`src/shared/cbs_pkg.sv`:
```
package cbs_pkg;
  // address space and flash layout
  localparam int unsigned ADDR_W        = 16;
  localparam logic [15:0] BOOT_WIN_TOP  = 16'h1fff;
  localparam int unsigned SECTOR_BYTES  = 128;
  localparam int unsigned SECTOR_SHIFT  = $clog2(SECTOR_BYTES);
  localparam int unsigned USER_BYTES    = 65536;
  localparam int unsigned SECTOR_COUNT  = USER_BYTES / SECTOR_BYTES;
  localparam int unsigned SECTOR_W      = $clog2(SECTOR_COUNT);

  // flash config bits
  localparam int unsigned CFG_SEL_BIT   = 0;
  localparam int unsigned CFG_SOFT_BIT  = 1;
  localparam logic [1:0]  CFG_BOOT      = 2'h0;
  localparam logic [1:0]  CFG_SOFT_RST  = 2'h2;

  // vectors
  localparam logic [15:0] RESET_VEC     = 16'h0000;
  localparam logic [15:0] BOD_VEC       = 16'h004b;

  // watchdog control register
  localparam logic [7:0]  WDOG_RST      = 8'h00;
  localparam logic [7:0]  WDOG_KEEP     = 8'h04;

  // timing
  localparam int unsigned CLK_HZ        = 100000000;
  localparam int unsigned AUTOBAUD_MS   = 400;
  localparam int unsigned AUTOBAUD_CYC  = AUTOBAUD_MS * (CLK_HZ / 1000);
  localparam int unsigned BOD_FILT_CYC  = 4;
  localparam int unsigned BOD_CNT_W     = 3;
  localparam int unsigned ABAUD_CNT_W   = 26;

  typedef enum logic [1:0] {
    CBS_BOOT_WAIT = 2'h0,
    CBS_BOOT_PROG = 2'h1,
    CBS_BOOT_EMUL = 2'h3,
    CBS_BOOT_USER = 2'h2
  } cbs_boot_e;
endpackage

```
`src/logic/cbs_bod_filter.sv`:
```
`timescale 1ns/1ns
module cbs_bod_filter
  import cbs_pkg::*;
(
  // clock and reset
  input  wire logic clk_sys,
  input  wire logic rst_n,
  // supply monitor
  input  wire logic supply_low,
  output logic      bod_active
);
  logic [BOD_CNT_W-1:0] cnt_ff;
  logic [BOD_CNT_W-1:0] nxt_cnt;
  logic                 act_ff;
  logic                 nxt_act;

  // count consecutive low samples, saturating at the filter length
  always_comb begin
    nxt_cnt = cnt_ff;
    if (!supply_low) begin
      nxt_cnt = '0;
    end else if (cnt_ff < BOD_CNT_W'(BOD_FILT_CYC)) begin
      nxt_cnt = cnt_ff + BOD_CNT_W'(1);
    end
    nxt_act = (nxt_cnt == BOD_CNT_W'(BOD_FILT_CYC));
  end

  always_ff @(posedge clk_sys or negedge rst_n) begin
    if (!rst_n) begin
      cnt_ff <= '0;
      act_ff <= 1'b0;
    end else begin
      cnt_ff <= nxt_cnt;
      act_ff <= nxt_act;
    end
  end

  assign bod_active = act_ff;
endmodule

```
`src/logic/cbs_bank_reset_ctrl.sv`:
```
// Operation
// user flash splits into 128-byte erase sectors; index is address over 128.
// boot block overlays lowest 8 kB when enabled; higher fetches use user block.
// low window maps to boot only when soft reset and bank select bits are 00.
// user code clears the soft reset bit before calling boot programming routines.
// software must not clear bank select while running inside the low window.
// power-on or pin reset forces both bank bits to zero, boot runs.
// boot autobaud times out after 400 ms; without emulation flag, soft reset.
// soft reset on bit 0-to-1 edge; pc goes to 0000, bits become 10.
// soft reset keeps watchdog control bit 2 and RAM; other registers reset.
// watchdog and brown-out resets clear bank select, keep soft reset bit.
// brown-out acts only after four consecutive low-supply clock periods.
// with brown-out interrupt enabled, brown-out raises interrupt to 004B.
// without brown-out interrupt enable, brown-out resets processor to 0000.
// software clears brown-out interrupt enable after servicing the interrupt.
// clearing the enable while brown-out persists causes a brown-out reset.
// power-off flag sets at initial power-up and holds until software clears.
// reset pin held high through oscillator start plus two machine cycles.
// system resets leave on-chip RAM unchanged; RAM undefined after power-up.
// bank bit writes apply to the fetch decoded in the same cycle onward.
`timescale 1ns/1ns
module cbs_bank_reset_ctrl
  import cbs_pkg::*;
#(
  parameter int unsigned AUTOBAUD_CYCLES = AUTOBAUD_CYC
) (
  // clock and power-on reset
  input  wire logic                clk_sys,
  input  wire logic                rst_n,
  // reset sources
  input  wire logic                ext_reset_pin,
  input  wire logic                supply_low,
  input  wire logic                wdt_timeout,
  // software register writes
  input  wire logic                cfg_wr,
  input  wire logic [1:0]          cfg_wdata,
  input  wire logic                irq_en_wr,
  input  wire logic                irq_en_wdata,
  input  wire logic                pwr_flag_clr,
  input  wire logic                wdog_wr,
  input  wire logic [7:0]          wdog_wdata,
  // boot firmware status
  input  wire logic                autobaud_ok,
  input  wire logic                emul_flag,
  // fetch and erase address paths
  input  wire logic                fetch_req,
  input  wire logic [ADDR_W-1:0]   fetch_addr,
  input  wire logic                erase_req,
  input  wire logic [ADDR_W-1:0]   erase_addr,
  // register state
  output logic [1:0]               flash_config_reg,
  output logic                     brownout_irq_enable,
  output logic                     power_off_flag,
  output logic [7:0]               watchdog_control_reg,
  // reset and interrupt to the core
  output logic                     cpu_reset,
  output logic                     sfr_reset,
  output logic                     bod_irq,
  output logic [ADDR_W-1:0]        pc_vector,
  // mapping results
  output logic                     fetch_valid,
  output logic                     fetch_from_boot,
  output logic [ADDR_W-1:0]        fetch_phys_addr,
  output logic                     erase_valid,
  output logic [SECTOR_W-1:0]      erase_sector,
  // boot status
  output logic                     in_system_programming,
  output logic                     emul_mode
);
  logic                     bod_active;
  logic [1:0]               cfg_ff,   nxt_cfg;
  logic                     irqen_ff, nxt_irqen;
  logic                     pwrf_ff,  nxt_pwrf;
  logic [7:0]               wdog_ff,  nxt_wdog;
  logic                     crst_ff,  nxt_crst;
  logic                     srst_ff,  nxt_srst;
  logic                     birq_ff,  nxt_birq;
  logic [ADDR_W-1:0]        vec_ff,   nxt_vec;
  logic                     bact_ff,  nxt_bact;
  logic                     bcond_ff, nxt_bcond;
  logic                     fv_ff,    nxt_fv;
  logic                     fb_ff,    nxt_fb;
  logic [ADDR_W-1:0]        fa_ff,    nxt_fa;
  logic                     ev_ff,    nxt_ev;
  logic [SECTOR_W-1:0]      es_ff,    nxt_es;
  cbs_boot_e                st_ff,    nxt_st;
  logic [ABAUD_CNT_W-1:0]   cnt_ff,   nxt_cnt;
  logic                     bod_rst_cond;
  logic                     bod_rst_evt;
  logic                     hw_rst;
  logic                     handoff;
  logic                     soft_evt;

  cbs_bod_filter u_bod (
    .clk_sys    (clk_sys),
    .rst_n      (rst_n),
    .supply_low (supply_low),
    .bod_active (bod_active)
  );

  // boot handoff sequencer, restarted by power-on and the reset pin
  always_comb begin
    nxt_st  = st_ff;
    nxt_cnt = cnt_ff;
    handoff = 1'b0;
    if (ext_reset_pin) begin
      nxt_st  = CBS_BOOT_WAIT;
      nxt_cnt = '0;
    end else begin
      case (st_ff)
        CBS_BOOT_WAIT: begin
          if (autobaud_ok) begin
            nxt_st = CBS_BOOT_PROG;
          end else if (cnt_ff == ABAUD_CNT_W'(AUTOBAUD_CYCLES - 1)) begin
            if (emul_flag) begin
              nxt_st = CBS_BOOT_EMUL;
            end else begin
              nxt_st  = CBS_BOOT_USER;
              handoff = 1'b1;
            end
          end else begin
            nxt_cnt = cnt_ff + ABAUD_CNT_W'(1);
          end
        end
        CBS_BOOT_PROG: nxt_st = CBS_BOOT_PROG;
        CBS_BOOT_EMUL: nxt_st = CBS_BOOT_EMUL;
        CBS_BOOT_USER: nxt_st = CBS_BOOT_USER;
        default:       nxt_st = CBS_BOOT_WAIT;
      endcase
    end
  end

  always_ff @(posedge clk_sys or negedge rst_n) begin
    if (!rst_n) begin
      st_ff  <= CBS_BOOT_WAIT;
      cnt_ff <= '0;
    end else begin
      st_ff  <= nxt_st;
      cnt_ff <= nxt_cnt;
    end
  end

  // reset sources and bank bits
  always_comb begin
    nxt_bact     = bod_active;
    bod_rst_cond = bod_active && !irqen_ff;
    nxt_bcond    = bod_rst_cond;
    bod_rst_evt  = bod_rst_cond && !bcond_ff;
    hw_rst       = wdt_timeout || bod_rst_evt;
    soft_evt     = handoff ||
                   (cfg_wr && cfg_wdata[CFG_SOFT_BIT] && !cfg_ff[CFG_SOFT_BIT]);
    nxt_cfg   = cfg_ff;
    nxt_irqen = irqen_ff;
    nxt_wdog  = wdog_ff;
    nxt_pwrf  = pwrf_ff && !pwr_flag_clr;
    nxt_crst  = ext_reset_pin || hw_rst || soft_evt;
    nxt_srst  = nxt_crst;
    nxt_birq  = bod_active && !bact_ff && irqen_ff;
    nxt_vec   = vec_ff;
    if (ext_reset_pin) begin
      nxt_cfg   = CFG_BOOT;
      nxt_irqen = 1'b0;
      nxt_wdog  = WDOG_RST;
    end else if (hw_rst) begin
      nxt_cfg[CFG_SEL_BIT] = 1'b0;
      nxt_irqen = 1'b0;
      nxt_wdog  = WDOG_RST;
    end else if (soft_evt) begin
      nxt_cfg   = CFG_SOFT_RST;
      nxt_irqen = 1'b0;
      nxt_wdog  = wdog_ff & WDOG_KEEP;
    end else begin
      if (cfg_wr) begin
        nxt_cfg = cfg_wdata;
      end
      if (irq_en_wr) begin
        nxt_irqen = irq_en_wdata;
      end
      if (wdog_wr) begin
        nxt_wdog = wdog_wdata;
      end
    end
    if (nxt_crst) begin
      nxt_vec  = RESET_VEC;
      nxt_birq = 1'b0;
    end else if (nxt_birq) begin
      nxt_vec  = BOD_VEC;
    end
  end

  always_ff @(posedge clk_sys or negedge rst_n) begin
    if (!rst_n) begin
      cfg_ff   <= CFG_BOOT;
      irqen_ff <= 1'b0;
      pwrf_ff  <= 1'b1;
      wdog_ff  <= WDOG_RST;
      crst_ff  <= 1'b1;
      srst_ff  <= 1'b1;
      birq_ff  <= 1'b0;
      vec_ff   <= RESET_VEC;
      bact_ff  <= 1'b0;
      bcond_ff <= 1'b0;
    end else begin
      cfg_ff   <= nxt_cfg;
      irqen_ff <= nxt_irqen;
      pwrf_ff  <= nxt_pwrf;
      wdog_ff  <= nxt_wdog;
      crst_ff  <= nxt_crst;
      srst_ff  <= nxt_srst;
      birq_ff  <= nxt_birq;
      vec_ff   <= nxt_vec;
      bact_ff  <= nxt_bact;
      bcond_ff <= nxt_bcond;
    end
  end

  // fetch and erase decode, against the bank bits being written this cycle
  always_comb begin
    nxt_fv = fetch_req;
    nxt_fa = fetch_addr;
    nxt_fb = fetch_req && (fetch_addr <= BOOT_WIN_TOP)
             && (nxt_cfg == CFG_BOOT);
    nxt_ev = erase_req;
    nxt_es = erase_addr[SECTOR_SHIFT +: SECTOR_W];
  end

  always_ff @(posedge clk_sys or negedge rst_n) begin
    if (!rst_n) begin
      fv_ff <= 1'b0;
      fb_ff <= 1'b0;
      fa_ff <= '0;
      ev_ff <= 1'b0;
      es_ff <= '0;
    end else begin
      fv_ff <= nxt_fv;
      fb_ff <= nxt_fb;
      fa_ff <= nxt_fa;
      ev_ff <= nxt_ev;
      es_ff <= nxt_es;
    end
  end

  assign flash_config_reg      = cfg_ff;
  assign brownout_irq_enable   = irqen_ff;
  assign power_off_flag        = pwrf_ff;
  assign watchdog_control_reg  = wdog_ff;
  assign cpu_reset             = crst_ff;
  assign sfr_reset             = srst_ff;
  assign bod_irq               = birq_ff;
  assign pc_vector             = vec_ff;
  assign fetch_valid           = fv_ff;
  assign fetch_from_boot       = fb_ff;
  assign fetch_phys_addr       = fa_ff;
  assign erase_valid           = ev_ff;
  assign erase_sector          = es_ff;
  assign in_system_programming = (st_ff == CBS_BOOT_PROG);
  assign emul_mode             = (st_ff == CBS_BOOT_EMUL);
endmodule

```
`config.mk`:
```
export PLATFORM = sky130hd
export DESIGN_NAME = cbs_bank_reset_ctrl
export DESIGN_NICKNAME = d
export VERILOG_FILES = /design/src/shared/cbs_pkg.sv /design/src/logic/cbs_bod_filter.sv /design/src/logic/cbs_bank_reset_ctrl.sv
export SDC_FILE = /design/constraint.sdc
export NUM_CORES = 1
export LEC_CHECK = 0
export BUFFER_PORTS_ARGS = -buffer_cell sky130_fd_sc_hd__buf_2
export CAP_MARGIN = 30
export CORE_ASPECT_RATIO = 0.7
export CORE_MARGIN = 1
export CORE_UTILIZATION = 40
export DETAILED_ROUTE_END_ITERATION = 8
export HOLD_SLACK_MARGIN = 0.02
export PLACE_DENSITY_LB_ADDON = 0.1
export SLEW_MARGIN = 10
export SYNTH_ARGS = -nofsm -noshare
export SYNTH_HDL_FRONTEND = slang
export SYNTH_HIERARCHICAL = 1
export SYNTH_SLANG_ARGS = --single-unit
```
`constraint.sdc`:
```
create_clock -name clk_sys -period 3.51 [get_ports clk_sys]
set_input_delay 0.351 -clock clk_sys [delete_from_list [all_inputs] [get_ports clk_sys]]
set_output_delay 0.351 -clock clk_sys [all_outputs]
set_load 0.005 [all_outputs]
```
# Yosys cells after proc, flatten, opt, wreduce, memory -nomap -nowiden
# Cells that the tools add are included.
op_classes:
  add_sub_neg: 2
  order_cmp: 2
  eq_ne: 9
  muxes: 32
  n_reduce_logical: 27
ops:
  columns: ["operator", "n"]
  rows:
  - ["$mux 26", 4]
  - ["$mux 16", 2]
  - ["$mux 8", 4]
  - ["$add 26x1->26 const B", 1]
  - ["$eq 26x26->1 const B", 1]
  - ["$le 16x13->1 const B", 1]
  - ["$mux 1", 13]
  - ["$mux 2", 6]
  - ["$logic_and 1x1->1", 9]
  - ["$pmux 2 s4", 1]
  - ["$reduce_bool 4->1", 2]
  - ["$mux 3", 2]
  - ["$logic_not 1->1", 5]
  - ["$eq 2x2->1 const B", 2]
  - ["$logic_not 2->1", 2]
  - ["$logic_or 1x1->1", 4]
  - ["$ne 2x2->1 const B", 2]
  - ["$ne 4x4->1 const B", 1]
  - ["$reduce_bool 2->1", 2]
  - ["$add 3x1->3 const B", 1]
  - ["$eq 3x3->1 const B", 1]
  - ["$lt 3x3->1 const B", 1]
  - ["$ne 3x3->1 const B", 1]
  - ["$reduce_and 3->1", 1]
  - ["other kinds (3)", 3]
totals:
  reg_bits: 92
  inputBits: 56
  output_inout_bits: 61
  word_cells: 91

# Logic depth before layout (Yosys ltp)
depth:
  depth_word: 11
  mapped_depth: 8
  depth_no_buf: 6

# By module
# Netlist, hierarchy kept.
by_module_without_submodules:
  columns: ["mod", "n_inst", "cells_per_inst", "area_each_um2", "seq_area_each_um2"]
  rows:
  - ["cbs_bank_reset_ctrl", 1, 270, 3106.7, 1829.3]
  - ["cbs_bod_filter", 1, 13, 176.4, 100.1]

# Worst setup path before layout
# Ideal clock, no wire load.
synth_timing:
  path_type: "flip-flop to flip-flop"
  startpoint: "register cnt_ff[0] (netlist name)"
  endpoint: "register cnt_ff[13] (netlist name)"
  setup_time_ns: 0.128
  arrival_ns: 1.735
  t_required_ns: 3.382
  setup_slack_ns: 1.648
  path_stages_with_launch: 8
  n_path_buf: 1
  period_less_slack_ns: 1.862
  cell_sequence: "dfrtp_1 -> ha_1 -> nand2_1 -> nor4_2 -> a21o_1 -> buf_2 -> nor3_1 -> mux2_1"

==> impl_metrics.toml <==
[run_status]
run_status = "completed"

[clock_network]
cts_made_buffers = 9
path_clk_slew_ns = 0.06
h-tree-depth = 3
cts_tree = "built"
postCtsSetupRepairBufs = 0
cts_resized = 0
root_buffer = "clkbuf_16"
clk_path_buf_depth = 2
clk_latency_ns = 0.34
hold_buffers = 0
cts.sinks = 77

[pwr]
ir_worst_vdd_uv = 375.2
p_per_area_nw_per_um2 = 493.8
sequentialPowerShare_pct = 45.9
p_int_mw = 1.594
power_switching_mw = 0.4443
clkPwrFrac_pct = 47.4
power.share.switching_pct = 21.79
combPwrFrac_pct = 6.7
leakagePower_nw = 1.948

[place]
dp_hpwl_microns = 4291
placed_cell_area_sq_um = 3771
portBuffers = 97
pre_cts_ws_ns = 1.135
place_congestion = 0.7429

[worst_setup_path]
required_ns = 3.73
worst_ep_arrival_time_ns = 2.65
cp-end-kind = "register"
criticalPathCategory = "register to register"
reg2reg_to = "cnt_ff[13]$_DFFE_PN0P_"
rrSetupSlack_ns = 1.07
r2r_start = "cnt_ff[0]$_DFFE_PN0P_"
r2r_cells = 6
worst-path-max-fanout = 21
start_kind = "register"

[min_path]
hold_path_class = "input pin to register"
holdPathEnd = "fetch_phys_addr[0]$_DFF_PN0_"
min_from = "fetch_addr[0]"
hold_depth = 1

[route]
wirelength_microns = 6280
vias = 2386
routed_via_density = 4.920
drc_errors = 0
drt_iter0_drc = 121
dr.pass1.iters = 4
wl_per_cell_microns = 12.95
drtAntennaViolNets = 0

[timing]
fin_ws_ns = 1.074
tns_ns = 0
setup_viol = 0
hold_viol = 0
worst_pin_slew_ns = 0.5872
maxSlewViolCount = 0
finalCritPeriodShare_pct = 69.41
max_clock_freq_mhz = 410.5
finClkSkew_ns = 0.004116
rsz0062_at_grt = "no"
fin_crit_ns = 2.436
slew_headroom_pct = 60.85

[floorplanning]
initial_core_util_pct = 41.53
pin_count = 117
die_w_microns = 110.3
num_rows = 27
fp.dieH_microns = 77.80
core_area_sq_um = 7905
dieArea_sq_um = 8580

[finish]
fin_nets = 437
num_antenna_cells = 0
drive_gt1_share_pct = 34.90
regMostFlops = "cnt_ff"
areaGrowthSynthToFinish_pct = 25.76
utilization_pct = 52.23
largest_register_ffs = 26
final_cell_area_sq_um = 4129

[synthesis]
ys_warn_count = 6
syn_inst = 283
netlist_area_sq_um = 3283
synthDistinctLibCells = 49
synth_flop_cell = "dfrtp_1"
yosys_register_bits = 77
synth_area_per_cell_sq_um = 11.60
ys_seq_area_share_pct = 58.77
synth-edff-count = 0
synth_async_sr_flop_share_pct = 100.0

[job]
cap_violations = 0

[grt]
grt_use_total_pct = 16.15
antenna_found_initial = 0
grt-ovfl-total = 0
busiest_layer = "met2"
grt_max_degree = 78
grt_pass1_wl_microns = 10410
grt_pass1_vias = 2236
grt.met1_usage_pct = 21.29
grt_use_met2_pct = 23.29
grtUsageMet3_pct = 6.639
==> metal layers <==
layer,part of all wire (%),vias to the layer above
met4,1.6,0
met1,49,1124
met2,41,89
met3,8.0,10
li1,-,1163
met5,0,-
==> power by group through the flow <==
| stage | clock network, mW | logic (mW) | registers (mW) |
|---|---|---|---|
| floorplan | 0 | 0.0663 | 0.953 |
| global placement | 0 | 0.134 | 0.950 |
| detailed placement | 0 | 0.134 | 0.952 |
| CTS | 0.995 | 0.134 | 0.936 |
| global route | 1.03 | 0.154 | 0.940 |
| finish | 0.967 | 0.136 | 0.936 |
==> through the flow <==
stage	instances	power, mW	hold WS [ns]
finish	485	2.039	0.1184
detailed placement	467	1.085	0.4042
CTS	483	2.066	0.1001
global route	485	2.120	0.1028
floorplan	294	1.019	0.05541
global placement	467	1.084	0.4000
==> Yosys cell counts, types with 3 or more instances <==
| master | n | area share [%] |
|---|---|---|
| a21oi_1 | 14 | 2.1 |
| nand3_1 | 12 | 1.8 |
| o21ai_0 | 4 | 0.61 |
| buf_4 | 17 | 3.9 |
| xnor2_1 | 10 | 2.7 |
| nand4_1 | 6 | 1.1 |
| inv_1 | 6 | 0.69 |
| nor4_2 | 6 | 2.3 |
| dfrtp_1 | 75 | 57 |
| or4_1 | 7 | 1.6 |
| o31ai_1 | 7 | 1.6 |
| nor2b_1 | 5 | 0.95 |
| nor3_1 | 6 | 0.91 |
| and3_1 | 5 | 0.95 |
| nand2_1 | 12 | 1.4 |
| nor2_1 | 30 | 3.4 |
| mux2i_1 | 10 | 3.0 |
| clkbuf_1 | 3 | 0.34 |
| or3_1 | 4 | 0.76 |
==> placed cells by master (no fill, tap or decap), types with 9 or more instances in the layout <==
master,Yosys,layout
buf_2,2,96
dfrtp_1,75,75
nor2_1,30,30
a21oi_1,14,14
nand2_1,12,12
nand3_1,12,12
conb_1,1,12
xnor2_1,10,10
mux2i_1,10,10
clkbuf_16,0,9
==> worst max-delay path: stages, from the launching register on <==
cell and delay [ns]:
dfrtp_1 0.38, ha_1 0.18, nand2_1 0.15, nor4_2 0.57, a21o_1 0.57, nor3_1 0.14
mux2_1 0.34
==> final cells by class <==
type	instances	area, sq um
fillers	720	3776
clock inverters	4	53.80
flip-flops and latches	77	1929
multi-input cells	186	1205
well taps	101	126.4
inverters	6	22.52
clock buffers	12	266.5
repair buffers	99	525.5
==> logic make-up after synthesis <==
| kind of cell | Yosys count | synth area share [%] |
|---|---|---|
| flip-flops | 77 | 58.77 |
| AO/OA/AOI/OAI | 36 | 7.051 |
| adder cells (fa/ha/maj) | 2 | 0.7621 |
| AND/OR/NAND/NOR | 112 | 20.58 |
| buffers and inverters | 31 | 5.793 |
| XOR/XNOR | 12 | 3.201 |
| multiplexers | 12 | 3.735 |
| other | 1 | 0.1142 |
==> worst max path at each step <==
| stage | start | cells after the start | end |
|---|---|---|---|
| finish | cnt_ff[0]$_DFFE_PN0P_ | 6 | cnt_ff[13]$_DFFE_PN0P_ |
| global route | cnt_ff[0]$_DFFE_PN0P_ | 6 | cnt_ff[13]$_DFFE_PN0P_ |
| CTS | cnt_ff[0]$_DFFE_PN0P_ | 6 | cnt_ff[13]$_DFFE_PN0P_ |
| detailed placement | cnt_ff[0]$_DFFE_PN0P_ | 6 | cnt_ff[13]$_DFFE_PN0P_ |
| global placement | cnt_ff[0]$_DFFE_PN0P_ | 6 | cnt_ff[13]$_DFFE_PN0P_ |
| floorplan | cnt_ff[0]$_DFFE_PN0P_ | 7 | cnt_ff[13]$_DFFE_PN0P_ |
(Power assumes the default switching activity.)
